### src/design/fbm_pkg.sv
// package: register map, fields, reset values and timing for the fieldbus cycle control
`default_nettype none
package fbm_pkg;
  localparam logic [11:0] ADDR_CTRL     = 12'h000;
  localparam logic [11:0] ADDR_CFG0     = 12'h004;
  localparam logic [11:0] ADDR_CFG1     = 12'h008;
  localparam logic [11:0] ADDR_CFG2     = 12'h00c;
  localparam logic [11:0] ADDR_STATUS   = 12'h010;
  localparam logic [11:0] ADDR_BUSERR   = 12'h014;
  localparam logic [11:0] ADDR_REPCYC   = 12'h018;
  localparam logic [11:0] ADDR_CYCTIME  = 12'h01c;
  localparam logic [11:0] ADDR_CYCLAST  = 12'h020;
  localparam logic [11:0] ADDR_NODX     = 12'h024;
  localparam logic [11:0] ADDR_OVERRUN  = 12'h028;
  localparam logic [11:0] ADDR_LINKST   = 12'h02c;
  localparam logic [11:0] ADDR_DIAGRST  = 12'h030;
  // ctrl field positions
  localparam int CTRL_GAP_EN      = 0;
  localparam int CTRL_SLAVE_ROLE  = 1;
  localparam int CTRL_ACLR_LO     = 2;
  localparam int CTRL_STOP_HOLD   = 4;
  localparam int CTRL_REDUND      = 5;
  localparam int CTRL_NO_REL_UP   = 6;
  localparam int CTRL_NO_REL_DOWN = 7;
  localparam int CTRL_RUN         = 8;
  localparam int CTRL_STOPPED     = 9;
  localparam logic [9:0] CTRL_RESET = 10'h000;
  // cfg0: retry limit [3:0], highest station address [14:8], gap factor [23:16]
  localparam logic [31:0] CFG0_RESET = 32'h00647e04;
  // cfg1: token rotation target in cycles
  localparam logic [31:0] CFG1_RESET = 32'h00008db6;
  // cfg2: startup interval in 1 ms units [7:0], clear tolerance [15:8], operate delay ms [23:16]
  localparam logic [31:0] CFG2_RESET = 32'h0000000a;
  localparam int CLK_MHZ     = 100;
  localparam int MS_US       = 1000;
  localparam int MS_CYCLES   = CLK_MHZ * MS_US;
  localparam int NSLAVE      = 8;
  localparam logic [15:0] STAT_MAX = 16'hffff;
  typedef enum logic [1:0] {ACLR_OFF, ACLR_MC, ACLR_ALL} aclr_t;
  typedef enum logic [1:0] {PH_IDLE, PH_RELEASE, PH_STARTUP, PH_CYCLIC} phase_t;
  typedef struct packed {
    logic       done;
    logic [7:0] linkState;
    logic [3:0] repeats;
  } cyc_rep_t;
endpackage
`default_nettype wire

### src/design/fieldbus_master_cycle_control.sv
// fieldbus master cycle control: retry policy, presence poll, clear/operate, diagnostics
// Functional notes
// RULE_01: a retry limit of zero is accepted; missed exchange is not repeated.
// RULE_02: unanswered slave gets nonzero link state for that single cycle.
// RULE_03: presence poll up to highest station address when enabled; off at reset.
// RULE_04: poll rounds spaced by gap factor times token rotation target.
// RULE_05: startup telegrams per slave no faster than the startup send interval.
// RULE_06: bus role master or slave selectable, master after reset.
// RULE_07: auto-clear forces Clear while MC or any slave link state nonzero.
// RULE_08: Clear after missing host ticks exceed tolerance, regardless of auto-clear.
// RULE_09: host task start moves Clear to Operate after the operate delay.
// RULE_10: Clear sends zero or safe outputs; Operate sends host outputs.
// RULE_11: on host stop outputs forced to zero or held, by option.
// RULE_12: redundancy mode only listens, never transmits.
// RULE_13: connections released at startup unless suppressed.
// RULE_14: connections released at shutdown unless suppressed.
// RULE_15: every detected bus error counted, readable by host.
// RULE_16: count cycles with repeats; record maximum repeats per cycle.
// RULE_17: min, max, last cycle time over clean full-exchange cycles.
// RULE_18: incomplete exchange counter counts cycles with nonzero link state.
// RULE_19: overrun counted when full-exchange cycle unfinished at next tick.
// RULE_20: wait up to slot time for response, then repeat or move on.
// RULE_21: repeat an unanswered telegram at most retry limit times.
// RULE_22: diagnostic reset command clears counters and cycle time extremes.
//
// Our own choices: register access over APB and the address map.
`default_nettype none
module fieldbus_master_cycle_control
  import fbm_pkg::*;
(
  // clock and reset
  input  wire logic              clk,
  input  wire logic              nrst,
  // apb
  input  wire logic              psel,
  input  wire logic              penable,
  input  wire logic              pwrite,
  input  wire logic [11:0]       paddr,
  input  wire logic [31:0]       pwdata,
  output logic      [31:0]       prdata,
  output logic                   pready,
  output logic                   pslverr,
  // host task
  input  wire logic              hostTick,
  input  wire logic [7:0]        hostOut,
  input  wire logic [7:0]        safeOut,
  input  wire logic [7:0]        mcMask,
  // bus engine
  input  wire fbm_pkg::cyc_rep_t cycRep,
  input  wire logic              busErrPin,
  input  wire logic              rxActive,
  input  wire logic              respOk,
  input  wire logic [15:0]       slotTime,
  output logic                   txSend,
  output logic                   txRepeat,
  output logic [6:0]             txAddr,
  output logic                   txGap,
  output logic                   txStartup,
  output logic                   txRelease,
  output logic [7:0]             slaveOut,
  output logic                   operate,
  output logic                   slaveRole
);
  import fbm_pkg::*;

  logic [9:0]  ctrl_r;
  logic [31:0] cfg0_r, cfg1_r, cfg2_r;
  logic [15:0] busErr_r, repCyc_r, noDx_r, overrun_r;
  logic [3:0]  maxRep_r;
  logic [15:0] cycMin_r, cycMax_r, cycLast_r, cycCnt_r;
  logic [7:0]  linkSt_r;
  logic        diagRst;
  logic        busErrS1_r, busErrS2_r, busErrS3_r;
  logic        cycOpen_r;
  logic [7:0]  missCnt_r;
  logic        tickSeen_r;
  logic        operate_r;
  logic        opPend_r;
  logic [31:0] opCnt_r;
  logic [31:0] gapCnt_r;
  logic [6:0]  gapAddr_r;
  logic        gapBusy_r;
  logic [31:0] upCnt_r;
  logic [2:0]  upIdx_r;
  logic [7:0]  upMs_r;
  phase_t      phase_r;
  logic        relDone_r;
  logic [15:0] slotCnt_r;
  logic        waitResp_r;
  logic [3:0]  tries_r;
  logic        runPrev_r;
  logic [7:0]  out_r;
  logic        txSend_r, txRep_r, txGap_r, txSt_r, txRel_r;
  logic [6:0]  txAddr_r;
  logic [31:0] prdata_r;
  logic        pready_r, pslverr_r;

  // decode
  wire         apbSetup   = psel && !penable;
  wire         apbWr      = psel && penable && pwrite && pready_r;
  wire         apbRd      = apbSetup && !pwrite;
  wire  [3:0]  retryLim   = cfg0_r[3:0];
  wire  [6:0]  highest_station_address        = cfg0_r[14:8];
  wire  [7:0]  gapFactor  = cfg0_r[23:16];
  wire  [7:0]  upMs       = cfg2_r[7:0];
  wire  [7:0]  clrTol     = cfg2_r[15:8];
  wire  [7:0]  opDelayMs  = cfg2_r[23:16];
  wire  [1:0]  aclrMode   = ctrl_r[CTRL_ACLR_LO +: 2];
  wire         redund     = ctrl_r[CTRL_REDUND];
  wire         run        = ctrl_r[CTRL_RUN];
  wire         txAllowed  = !redund && !ctrl_r[CTRL_SLAVE_ROLE]; // RULE_12
  wire  [31:0] gapPeriod  = 32'(gapFactor) * cfg1_r; // RULE_04
  wire  [31:0] opDelayCyc = 32'(opDelayMs) * 32'(MS_CYCLES);
  // auto-clear looks at the last reported link states, the done report is only a pulse
  wire  [7:0]  mcBad      = linkSt_r & mcMask;
  wire         anyBad     = |cycRep.linkState;
  wire         aclrHold   = (aclrMode == 2'(ACLR_MC) && |mcBad) ||
                            (aclrMode == 2'(ACLR_ALL) && |linkSt_r); // RULE_07
  wire         missOver   = missCnt_r > clrTol; // RULE_08
  wire         cleanCyc   = cycRep.done && !anyBad && cycRep.repeats == 4'h0;
  wire         busErrEv   = busErrS2_r && !busErrS3_r;
  wire         slotOut    = waitResp_r && slotCnt_r >= slotTime;

  function automatic logic [31:0] rd_mux(input logic [11:0] a);
    case (a)
      ADDR_CTRL:    rd_mux = {22'h0, ctrl_r};
      ADDR_CFG0:    rd_mux = cfg0_r;
      ADDR_CFG1:    rd_mux = cfg1_r;
      ADDR_CFG2:    rd_mux = cfg2_r;
      ADDR_STATUS:  rd_mux = {24'h0, 2'(phase_r), gapBusy_r, opPend_r, 3'h0, operate_r};
      ADDR_BUSERR:  rd_mux = {16'h0, busErr_r};
      ADDR_REPCYC:  rd_mux = {12'h0, maxRep_r, repCyc_r};
      ADDR_CYCTIME: rd_mux = {cycMax_r, cycMin_r};
      ADDR_CYCLAST: rd_mux = {16'h0, cycLast_r};
      ADDR_NODX:    rd_mux = {16'h0, noDx_r};
      ADDR_OVERRUN: rd_mux = {16'h0, overrun_r};
      ADDR_LINKST:  rd_mux = {24'h0, linkSt_r};
      ADDR_DIAGRST: rd_mux = 32'h0;
      default:      rd_mux = 32'h0;
    endcase
  endfunction

  function automatic logic mapped(input logic [11:0] a);
    mapped = a <= ADDR_DIAGRST && a[1:0] == 2'h0;
  endfunction

  assign diagRst = apbWr && paddr == ADDR_DIAGRST && pwdata[0]; // RULE_22

  // apb slave: no wait states, unmapped returns error
  always_ff @(posedge clk or negedge nrst) begin
    if (!nrst) begin
      pready_r  <= 1'b0;
      pslverr_r <= 1'b0;
      prdata_r  <= 32'h0;
    end else begin
      pready_r  <= apbSetup;
      pslverr_r <= apbSetup && !mapped(paddr);
      prdata_r  <= apbRd ? rd_mux(paddr) : 32'h0;
    end
  end

  always_ff @(posedge clk or negedge nrst) begin
    if (!nrst) begin
      ctrl_r <= CTRL_RESET; // RULE_03 RULE_06
      cfg0_r <= CFG0_RESET;
      cfg1_r <= CFG1_RESET;
      cfg2_r <= CFG2_RESET;
    end else if (apbWr) begin
      if (paddr == ADDR_CTRL) ctrl_r <= pwdata[9:0];
      if (paddr == ADDR_CFG0) cfg0_r <= pwdata;
      if (paddr == ADDR_CFG1) cfg1_r <= pwdata;
      if (paddr == ADDR_CFG2) cfg2_r <= pwdata;
    end
  end

  // bus error pin synchroniser; edge taken after the second stage
  always_ff @(posedge clk or negedge nrst) begin
    if (!nrst) begin
      busErrS1_r <= 1'b0;
      busErrS2_r <= 1'b0;
      busErrS3_r <= 1'b0;
    end else begin
      busErrS1_r <= busErrPin;
      busErrS2_r <= busErrS1_r;
      busErrS3_r <= busErrS2_r;
    end
  end

  // diagnostics; counters saturate rather than wrap so a long fault stays visible
  always_ff @(posedge clk or negedge nrst) begin
    if (!nrst) begin
      busErr_r  <= 16'h0;
      repCyc_r  <= 16'h0;
      maxRep_r  <= 4'h0;
      noDx_r    <= 16'h0;
      overrun_r <= 16'h0;
      cycMin_r  <= STAT_MAX;
      cycMax_r  <= 16'h0;
      cycLast_r <= 16'h0;
      linkSt_r  <= 8'h0;
    end else if (diagRst) begin
      busErr_r  <= 16'h0;
      repCyc_r  <= 16'h0;
      maxRep_r  <= 4'h0;
      noDx_r    <= 16'h0;
      overrun_r <= 16'h0;
      cycMin_r  <= STAT_MAX;
      cycMax_r  <= 16'h0;
      cycLast_r <= 16'h0;
    end else begin
      if (busErrEv && busErr_r != STAT_MAX) busErr_r <= busErr_r + 16'h1; // RULE_15
      if (cycRep.done) begin
        linkSt_r <= cycRep.linkState; // RULE_02
        if (cycRep.repeats != 4'h0 && repCyc_r != STAT_MAX)
          repCyc_r <= repCyc_r + 16'h1; // RULE_16
        if (cycRep.repeats > maxRep_r) maxRep_r <= cycRep.repeats; // RULE_16
        if (anyBad && noDx_r != STAT_MAX) noDx_r <= noDx_r + 16'h1; // RULE_18
      end
      if (cleanCyc) begin
        cycLast_r <= cycCnt_r; // RULE_17
        if (cycCnt_r < cycMin_r) cycMin_r <= cycCnt_r;
        if (cycCnt_r > cycMax_r) cycMax_r <= cycCnt_r;
      end
      if (hostTick && cycOpen_r && linkSt_r == 8'h0 && overrun_r != STAT_MAX)
        overrun_r <= overrun_r + 16'h1; // RULE_19
    end
  end

  // cycle timing: a cycle opens at a host tick and closes at the done report
  always_ff @(posedge clk or negedge nrst) begin
    if (!nrst) begin
      cycOpen_r <= 1'b0;
      cycCnt_r  <= 16'h0;
    end else begin
      if (hostTick) begin
        cycOpen_r <= 1'b1;
        cycCnt_r  <= 16'h1;
      end else if (cycRep.done) begin
        cycOpen_r <= 1'b0;
      end else if (cycOpen_r && cycCnt_r != STAT_MAX) begin
        cycCnt_r <= cycCnt_r + 16'h1;
      end
    end
  end

  // clear/operate: missing ticks are counted once per bus cycle done report
  always_ff @(posedge clk or negedge nrst) begin
    if (!nrst) begin
      missCnt_r  <= 8'h0;
      tickSeen_r <= 1'b0;
      operate_r  <= 1'b0;
      opPend_r   <= 1'b0;
      opCnt_r    <= 32'h0;
      runPrev_r  <= 1'b0;
    end else begin
      runPrev_r <= run;
      if (hostTick) tickSeen_r <= 1'b1;
      else if (cycRep.done) tickSeen_r <= 1'b0;
      // a bus cycle closed with no tick since the previous close is one missing tick
      if (cycRep.done) begin
        if (hostTick || tickSeen_r) missCnt_r <= 8'h0;
        else if (missCnt_r != 8'hff) missCnt_r <= missCnt_r + 8'h1;
      end
      if (!run || missOver || aclrHold) begin // RULE_07 RULE_08
        operate_r <= 1'b0;
        opPend_r  <= run && !missOver;
        opCnt_r   <= 32'h0;
      end else if (!operate_r) begin
        opPend_r <= 1'b1;
        if (opCnt_r >= opDelayCyc) begin
          operate_r <= 1'b1; // RULE_09
          opPend_r  <= 1'b0;
        end else begin
          opCnt_r <= opCnt_r + 32'h1;
        end
      end
    end
  end

  // output image; host stop either zeroes or freezes the last values
  always_ff @(posedge clk or negedge nrst) begin
    if (!nrst) begin
      out_r <= 8'h0;
    end else if (ctrl_r[CTRL_STOPPED]) begin
      if (!ctrl_r[CTRL_STOP_HOLD]) out_r <= 8'h0; // RULE_11
    end else begin
      out_r <= operate_r ? hostOut : safeOut; // RULE_10
    end
  end

  // link phase: release, startup, cyclic; shutdown release on fall of run
  always_ff @(posedge clk or negedge nrst) begin
    if (!nrst) begin
      phase_r   <= PH_IDLE;
      relDone_r <= 1'b0;
      upCnt_r   <= 32'h0;
      upIdx_r   <= 3'h0;
      upMs_r    <= 8'h0;
    end else begin
      case (phase_r)
        PH_IDLE: begin
          relDone_r <= 1'b0;
          if (run && !runPrev_r)
            phase_r <= ctrl_r[CTRL_NO_REL_UP] ? PH_STARTUP : PH_RELEASE; // RULE_13
        end
        PH_RELEASE: phase_r <= PH_STARTUP;
        PH_STARTUP: begin
          if (!run) begin
            phase_r <= PH_IDLE;
          end else if (upCnt_r == 32'(MS_CYCLES - 1)) begin
            upCnt_r <= 32'h0;
            if (upMs == 8'h0 || upMs_r >= upMs - 8'h1) begin // RULE_05
              upMs_r  <= 8'h0;
              upIdx_r <= upIdx_r + 3'h1;
              if (upIdx_r == 3'(NSLAVE - 1)) phase_r <= PH_CYCLIC;
            end else begin
              upMs_r <= upMs_r + 8'h1;
            end
          end else begin
            upCnt_r <= upCnt_r + 32'h1;
          end
        end
        PH_CYCLIC: if (!run) phase_r <= PH_IDLE;
        default: phase_r <= PH_IDLE;
      endcase
    end
  end

  // presence poll timer and address walk
  always_ff @(posedge clk or negedge nrst) begin
    if (!nrst) begin
      gapCnt_r  <= 32'h0;
      gapAddr_r <= 7'h0;
      gapBusy_r <= 1'b0;
    end else if (!ctrl_r[CTRL_GAP_EN]) begin
      gapCnt_r  <= 32'h0;
      gapBusy_r <= 1'b0;
    end else if (gapBusy_r) begin
      if (!waitResp_r && !rxActive) begin
        gapAddr_r <= gapAddr_r + 7'h1;
        if (gapAddr_r >= highest_station_address) gapBusy_r <= 1'b0; // RULE_03
      end
    end else if (gapCnt_r + 32'h1 >= gapPeriod) begin
      gapCnt_r  <= 32'h0; // RULE_04
      gapBusy_r <= 1'b1;
      gapAddr_r <= 7'h0;
    end else begin
      gapCnt_r <= gapCnt_r + 32'h1;
    end
  end

  // telegram strobes and response wait for poll telegrams
  always_ff @(posedge clk or negedge nrst) begin
    if (!nrst) begin
      txSend_r   <= 1'b0;
      txRep_r    <= 1'b0;
      txGap_r    <= 1'b0;
      txSt_r     <= 1'b0;
      txRel_r    <= 1'b0;
      txAddr_r   <= 7'h0;
      waitResp_r <= 1'b0;
      slotCnt_r  <= 16'h0;
      tries_r    <= 4'h0;
    end else begin
      txSend_r <= 1'b0;
      txRep_r  <= 1'b0;
      txGap_r  <= 1'b0;
      txSt_r   <= txAllowed && phase_r == PH_STARTUP && upCnt_r == 32'h0 && upMs_r == 8'h0;
      txRel_r  <= txAllowed && (phase_r == PH_RELEASE || // RULE_13
                  (phase_r != PH_IDLE && !run && !ctrl_r[CTRL_NO_REL_DOWN])); // RULE_14
      if (waitResp_r) begin
        slotCnt_r <= slotCnt_r + 16'h1;
        if (respOk) begin
          waitResp_r <= 1'b0;
        end else if (slotOut) begin // RULE_20
          slotCnt_r <= 16'h0;
          if (tries_r < retryLim && txAllowed) begin // RULE_01 RULE_21 RULE_12
            tries_r  <= tries_r + 4'h1;
            txSend_r <= 1'b1;
            txRep_r  <= 1'b1;
          end else begin
            waitResp_r <= 1'b0;
          end
        end
      end else if (txAllowed && gapBusy_r && !rxActive && !txGap_r) begin
        txSend_r   <= 1'b1;
        txGap_r    <= 1'b1;
        txAddr_r   <= gapAddr_r;
        waitResp_r <= 1'b1;
        slotCnt_r  <= 16'h0;
        tries_r    <= 4'h0;
      end
    end
  end

  assign prdata    = prdata_r;
  assign pready    = pready_r;
  assign pslverr   = pslverr_r;
  assign txSend    = txSend_r;
  assign txRepeat  = txRep_r;
  assign txAddr    = txAddr_r;
  assign txGap     = txGap_r;
  assign txStartup = txSt_r;
  assign txRelease = txRel_r;
  assign slaveOut  = out_r;
  assign operate   = operate_r;
  assign slaveRole = ctrl_r[CTRL_SLAVE_ROLE]; // RULE_06

  a_silent_redund: assert property (@(posedge clk) disable iff (!nrst) // RULE_12
    redund |=> !txSend && !txStartup)
    else $error("telegram sent in listen-only mode");
  a_clear_on_miss: assert property (@(posedge clk) disable iff (!nrst) // RULE_08
    missOver |=> !operate)
    else $error("operate despite missed host ticks");
  a_aclr_clear: assert property (@(posedge clk) disable iff (!nrst) // RULE_07
    aclrHold |=> !operate)
    else $error("operate while auto-clear condition holds");
  a_retry_bound: assert property (@(posedge clk) disable iff (!nrst) // RULE_21
    txRepeat |-> tries_r <= retryLim && tries_r != 4'h0)
    else $error("repeat beyond retry limit");
  a_retry_zero: assert property (@(posedge clk) disable iff (!nrst) // RULE_01
    retryLim == 4'h0 && $stable(retryLim) |-> !txRepeat)
    else $error("repeat with zero retry limit");
  a_clear_outputs: assert property (@(posedge clk) disable iff (!nrst) // RULE_10
    !operate_r && !ctrl_r[CTRL_STOPPED] |=> slaveOut == $past(safeOut))
    else $error("clear outputs not safe values");
  a_diag_reset: assert property (@(posedge clk) disable iff (!nrst) // RULE_22
    diagRst |=> busErr_r == 16'h0 && repCyc_r == 16'h0 && cycMax_r == 16'h0)
    else $error("diagnostics not cleared");
  a_gap_off: assert property (@(posedge clk) disable iff (!nrst) // RULE_03
    !ctrl_r[CTRL_GAP_EN] |=> !gapBusy_r)
    else $error("presence poll active while disabled");
  a_buserr_cnt: assert property (@(posedge clk) disable iff (!nrst) // RULE_15
    busErrEv && !diagRst && busErr_r < 16'hfffe |=> busErr_r == $past(busErr_r) + 16'h1)
    else $error("bus error not counted");
  c_operate: cover property (@(posedge clk) disable iff (!nrst) $rose(operate_r));
  c_repeat: cover property (@(posedge clk) disable iff (!nrst) txRepeat);
  c_gap_round: cover property (@(posedge clk) disable iff (!nrst) $fell(gapBusy_r));
  c_overrun: cover property (@(posedge clk) disable iff (!nrst) hostTick && cycOpen_r);
endmodule
`default_nettype wire

### config.mk
export PLATFORM = sky130hd
export DESIGN_NAME = fieldbus_master_cycle_control
export DESIGN_NICKNAME = d
export VERILOG_FILES = /design/src/design/fbm_pkg.sv /design/src/design/fieldbus_master_cycle_control.sv
export SDC_FILE = /design/constraint.sdc
export NUM_CORES = 2
export LEC_CHECK = 0
export BUFFER_PORTS_ARGS = -buffer_cell sky130_fd_sc_hd__buf_4
export CAP_MARGIN = 15
export CELL_PAD_IN_SITES_DETAIL_PLACEMENT = 0
export CELL_PAD_IN_SITES_GLOBAL_PLACEMENT = 2
export CORE_ASPECT_RATIO = 1.75
export CORE_MARGIN = 2
export CORE_UTILIZATION = 44
export CTS_CLUSTER_DIAMETER = 100
export CTS_CLUSTER_SIZE = 24
export DETAILED_ROUTE_END_ITERATION = 7
export HOLD_SLACK_MARGIN = 0.06
export PLACE_DENSITY_LB_ADDON = 0.15
export REMOVE_ABC_BUFFERS = 1
export SLEW_MARGIN = 20
export SYNTH_ARGS = -nofsm -noshare
export SYNTH_HDL_FRONTEND = slang
export SYNTH_SLANG_ARGS = --single-unit
### constraint.sdc
create_clock -name clk -period 17.15 [get_ports clk]
set_input_delay 2.5725 -clock clk [delete_from_list [all_inputs] [get_ports clk]]
set_output_delay 2.5725 -clock clk [all_outputs]
set_load 0.005 [all_outputs]
# Word-level counts from Yosys, hierarchy flattened
# Cells that the tools add are included.
# totals
regBits	453
out_inout_bits	56
wordCells	298
# op_classes
add_sub_neg	15
mul	2
order_cmp	11
eq_ne	39
muxes	82
n_bitwise	3
reduce_logical	103
# ops
cell	n
$mux 16	25
$pmux 32 s12	1
$mux 32	8
$add 16x1->16 const B	6
$add 32x1->32 const B	3
$ne 16x16->1 const B	5
$eq 12x6->1 const B	5
$eq 12x5->1 const B	4
$mux 8	6
$logic_and 1x1->1	36
$eq 32x17->1 const B	1
$ge 32x25->1	1
$ge 32x32->1	1
$logic_not 32->1	1
$mul 8x32->32	1
$mux 4	8
$reduce_and 2->1	15
$reduce_bool 2->1	15
$eq 12x4->1 const B	2
$logic_not 8->1	3
$reduce_or 8->1	3
$mux 1	23
$mux 7	3
$mul 8x12->20 const B	1
other kinds (35)	78

# Longest topological paths before layout
# depth
depth_word	7
depth_mapped	31
depth_no_buf	29

# Least setup slack after synthesis
# No wires, ideal clock.
# synth_timing
path_type	flip-flop to flip-flop
startpoint	register cfg0_r[22]
endpoint	register gapCnt_r[10]
setup_time_ps	127
arrival_time_ps	7117
setup_slack_ps	9906
stages_incl_launch_ff	30
path_cell_list	dfstp_2 > clkbuf_1 > clkbuf_1 > and2_1 > fa_1 > fa_1 > fa_1 > inv_1 > fa_1 > inv_1 > ha_1 > nand4_1 > or2_2 > or3b_2 > o211ai_1 > o21ba_2 > a311o_1 > a21o_1 > a21oi_1 > xor2_1 > ha_1 > nand4_1 > nor2_1 > and3_1 > o2111ai_1 > o41ai_2 > nor3_4 > buf_4 > a21oi_1 > mux2i_1
# synth_via
elab_chain_len	5
# synth_rtl
item	line	rtl
start, declared	fieldbus_master_cycle_control.sv:67	logic [31:0] cfg0_r, cfg1_r, cfg2_r;
start signal, assigned	fieldbus_master_cycle_control.sv:170	if (paddr == ADDR_CFG0) cfg0_r <= pwdata;
$mul 8x32->32	fieldbus_master_cycle_control.sv:112	wire [31:0] gapPeriod = 32'(gapFactor) * cfg1_r;
$ge 32x32->1	fieldbus_master_cycle_control.sv:343	end else if (gapCnt_r + 32'h1 >= gapPeriod) begin
$mux 32	fieldbus_master_cycle_control.sv:343	
$mux 32	fieldbus_master_cycle_control.sv:338	end else if (gapBusy_r) begin
$mux 32	fieldbus_master_cycle_control.sv:335	end else if (!ctrl_r[CTRL_GAP_EN]) begin
end signal, assigned	fieldbus_master_cycle_control.sv:348	gapCnt_r <= gapCnt_r + 32'h1;
end, declared	fieldbus_master_cycle_control.sv:80	logic [31:0] gapCnt_r;
# Every way passes these cells. The select of a mux whose other input is x is not followed.
# A chain may end at the register's enable or synchronous reset.

# Worst setup path after layout
# layout_timing
startpoint	register cfg0_r[20]
endpoint	register gapCnt_r[29]
# The elaborated chain is that of the path after synthesis.

==> results.py <==
metrics = {
    "clock_network": {
        "cts-resized-gates": 0,
        "tritoncts": "built",
        "hold_buffers": 0,
        "postCtsSetupRepairBufs": 0,
        "cts.clk_slew.worst_paths_ns": 0.11,
        "numCtsBuffers": 23,
        "htree_levels": 1,
        "clk_path_buf_depth": 3,
        "cts.sinks": 453,
        "root_buffer": "clkbuf_16",
        "clkLatencyLatePin_ns": 0.60,
    },
    "placement": {
        "io_buffers": 161,
        "hpwl_um": 71200,
        "place_worst_setup_slack_ns": 8.60,
        "gp_congestion": 0.838,
    },
    "sta": {
        "fin_setup_tns_ns": 0,
        "setup_ws_ns": 8.59,
        "finalSetupViolations": 0,
        "relSlewSlack_pct": 29.3,
        "tightest_slew_ns": 1.05,
        "finClkSkew_ns": 0.0291,
        "rsz0062_at_grt": "false",
        "slew_violations": 0,
        "max_freq_mhz": 117,
        "fin_crit_sh_pct": 49.9,
        "period_needed_ns": 8.56,
        "finalHoldViolCount": 0,
    },
    "worst_setup_path": {
        "worst_setup_path_end_kind": "flip-flop",
        "worstPathArrival_ns": 9.04,
        "crit_type": "reg -> reg",
        "worst_setup_path_start_kind": "flip-flop",
        "worst_ep_required_time_ns": 17.63,
        "crit_path_max_fanout": 35,
    },
    "synthesis": {
        "yosysMostFrequentCell": "dfrtp_1",
        "ys_top_cells_by_area": "dfrtp_1 32%, fa_1 10%, ha_1 9.3%",
        "ys_seq_elements": 453,
        "synth-edff-count": 0,
        "syn_inst": 3321,
        "synthTopCellsByCount": "416 x dfrtp_1, 333 x inv_1, 283 x nand2_1",
        "ys_warn_count": 0,
        "synth_top_area_share_pct": 32.2,
        "ys_seq_area_share_pct": 35.2,
        "synth_ff_type": "dfrtp_1",
        "syn_area_um2": 32300,
        "synthArstFlopShare_pct": 100,
        "synth_top_area_cell": "dfrtp_1",
        "avgSynthCellArea_um2": 9.73,
        "ys_types": 83,
    },
    "min_path": {
        "hold_path.class": "reg -> reg",
    },
    "grt": {
        "grt_pass1_vias": 26200,
        "overflow": 0,
        "grt_antenna_before_repair": 0,
        "grt_max_degree": 165,
        "grt_pass1_wl_um": 146000,
        "track_usage_pct": 24.5,
    },
    "cells_and_area": {
        "num_antenna_cells": 0,
        "fill_cells": 6901,
        "layout-area-overhead-vs-synth_pct": 8.76,
        "fin_nets": 3931,
        "multiInputGateArea_um2": 19200,
        "seqCellArea_um2": 11400,
        "drive_gt1_share_pct": 11.8,
    },
    "routing": {
        "vias": 24400,
        "first_iter_violations": 1280,
        "ant_nets": 0,
        "first_pass_iters": 7,
        "wirelength_um": 91600,
        "avgRoutedWirePerCell_um": 21.0,
        "drc": 0,
        "vias_per_cell": 5.59,
    },
    "floorplanning": {
        "die_w_um": 209,
        "die-area_um2": 75700,
        "rows": 131,
        "ios": 162,
        "initial_utilization_pct": 44.4,
        "core-area_um2": 72800,
        "die_y_um": 363,
    },
    "power": {
        "ir_worst_vdd_mv": 0.0733,
        "p_leak_nw": 16.9,
        "p_per_area_nw_per_um2": 56.4,
        "p_total_mw": 1.98,
    },
    "run": {
        "maxCapViolations": 0,
    },
    "status": {
        "status": "finished, final reports clean",
    },
}
sequential cells by signal, indices dropped and copies added, names as in the netlist, 10 cells and up:
signal and cells:
cycCnt_r 16, upCnt_r 32, cfg0_r 32, noDx_r 16, cycMax_r 16, slotCnt_r 16, opCnt_r 32, cfg2_r 32
repCyc_r 16, cfg1_r 32, cycLast_r 16, busErr_r 16, ctrl_r 10, cycMin_r 16, prdata 32, overrun_r 16
gapCnt_r 32
critical path, stage by stage, from the launching register on:
cell       delay [ns]
dfrtp_1          0.99
and2_1           0.27
fa_1             0.41
fa_1             0.49
fa_1             0.56
inv_1            0.06
fa_1             0.53
inv_1            0.04
ha_1             0.36
nand4_1          0.22
or2_2            0.34
or3b_2           0.47
o211ai_1         0.18
o21ba_2          0.22
a311o_1          0.24
nand2_1          0.07
a21boi_0         0.24
xnor2_1          0.10
ha_1             0.29
nand4_1          0.07
nor2_1           0.21
and3_1           0.31
o2111ai_1        0.16
o41ai_2          0.85
nor3_4           0.05
buf_4            0.28
a21o_1           0.22
a21o_1           0.17
routing by layer:
layer	wire length (um)	share of wire, %	vias to the layer above	track usage, %
met5	0	0	-	0
met4	4270	4.7	0	10.7
met3	2220	2.4	143	1.59
met2	50400	55	410	47.9
met1	34800	38	12300	26.8
li1	-	-	11500	-
report_power, final:
group / total [mW] / leakage (nW) / internal (mW) / switching, mW
Clock: 0.636 / 0.316 / 0.260 / 0.376
Combinational: 0.170 / 10.6 / 0.0720 / 0.0976
Sequential: 1.18 / 5.99 / 1.11 / 0.0650
cell type report:
cell class                      count  share of cell area [%]
Tap cell                          931                    3.31
Inverter                          334                    3.57
Clock buffer                       36                    1.80
Clock inverter                      3                  0.0925
Sequential cell                   453                    32.4
Multi-Input combinational cell   2415                    54.7
Timing Repair Buffer              189                    4.09
metrics by stage:
step	cell area (um2)	hold slack [ns]	util, %	cells
after global routing	35200	0.376	48.3	4361
after detailed placement	34500	0.350	47.4	4322
after global placement	34500	0.340	47.4	4322
final	35200	0.368	48.3	4361
after floorplan	31800	0.331	-	3202
after CTS	35100	0.373	48.3	4361
worst paths after layout:
path / startpoint / to / slack [ns] / depth (start not counted)
max: cfg0_r[20]$_DFFE_PN0P_ / gapCnt_r[29]$_DFFE_PN0P_ / 8.59 / 27
min: busErrS1_r$_DFF_PN0_ / busErrS2_r$_DFF_PN0_ / 0.37 / 0
max reg2reg: cfg0_r[20]$_DFFE_PN0P_ / gapCnt_r[29]$_DFFE_PN0P_ / 8.59 / 27
min reg2reg: busErrS1_r$_DFF_PN0_ / busErrS2_r$_DFF_PN0_ / 0.37 / 0
max in group asynchronous: nrst / ctrl_r[5]$_DFFE_PN0P_ / 12.80 / 3
min in group asynchronous: nrst / slotCnt_r[9]$_DFFE_PN0P_ / 1.95 / 1
cell families after synthesis:
kind of cell / Yosys count / share of synthesized area, %
flops: 453 / 35.2
xor+xnor: 215 / 5.83
simple gates: 1090 / 17.0
buf+inv: 453 / 5.37
compound gates: 529 / 11.1
mux: 172 / 5.73
fa+ha+maj: 409 / 19.7
cells in the final DEF (no fill, tap or decap), drive strengths merged, types with 35 or more instances in the layout:
master and count:
dfrtp 416, inv 334, nand2 283, nor2 244, ha 241, buf 189
and2 178, fa 168, o21ai 135, xnor2 112, a21oi 105, mux2 105
xor2 103, nand3 74, mux2i 67, nand4 57, a22o 51, a21o 49
nor3 49, a22oi 47, and3 47, dfstp 37, clkbuf 36, or3 35
Note: power is estimated with default switching activity, not from simulation.
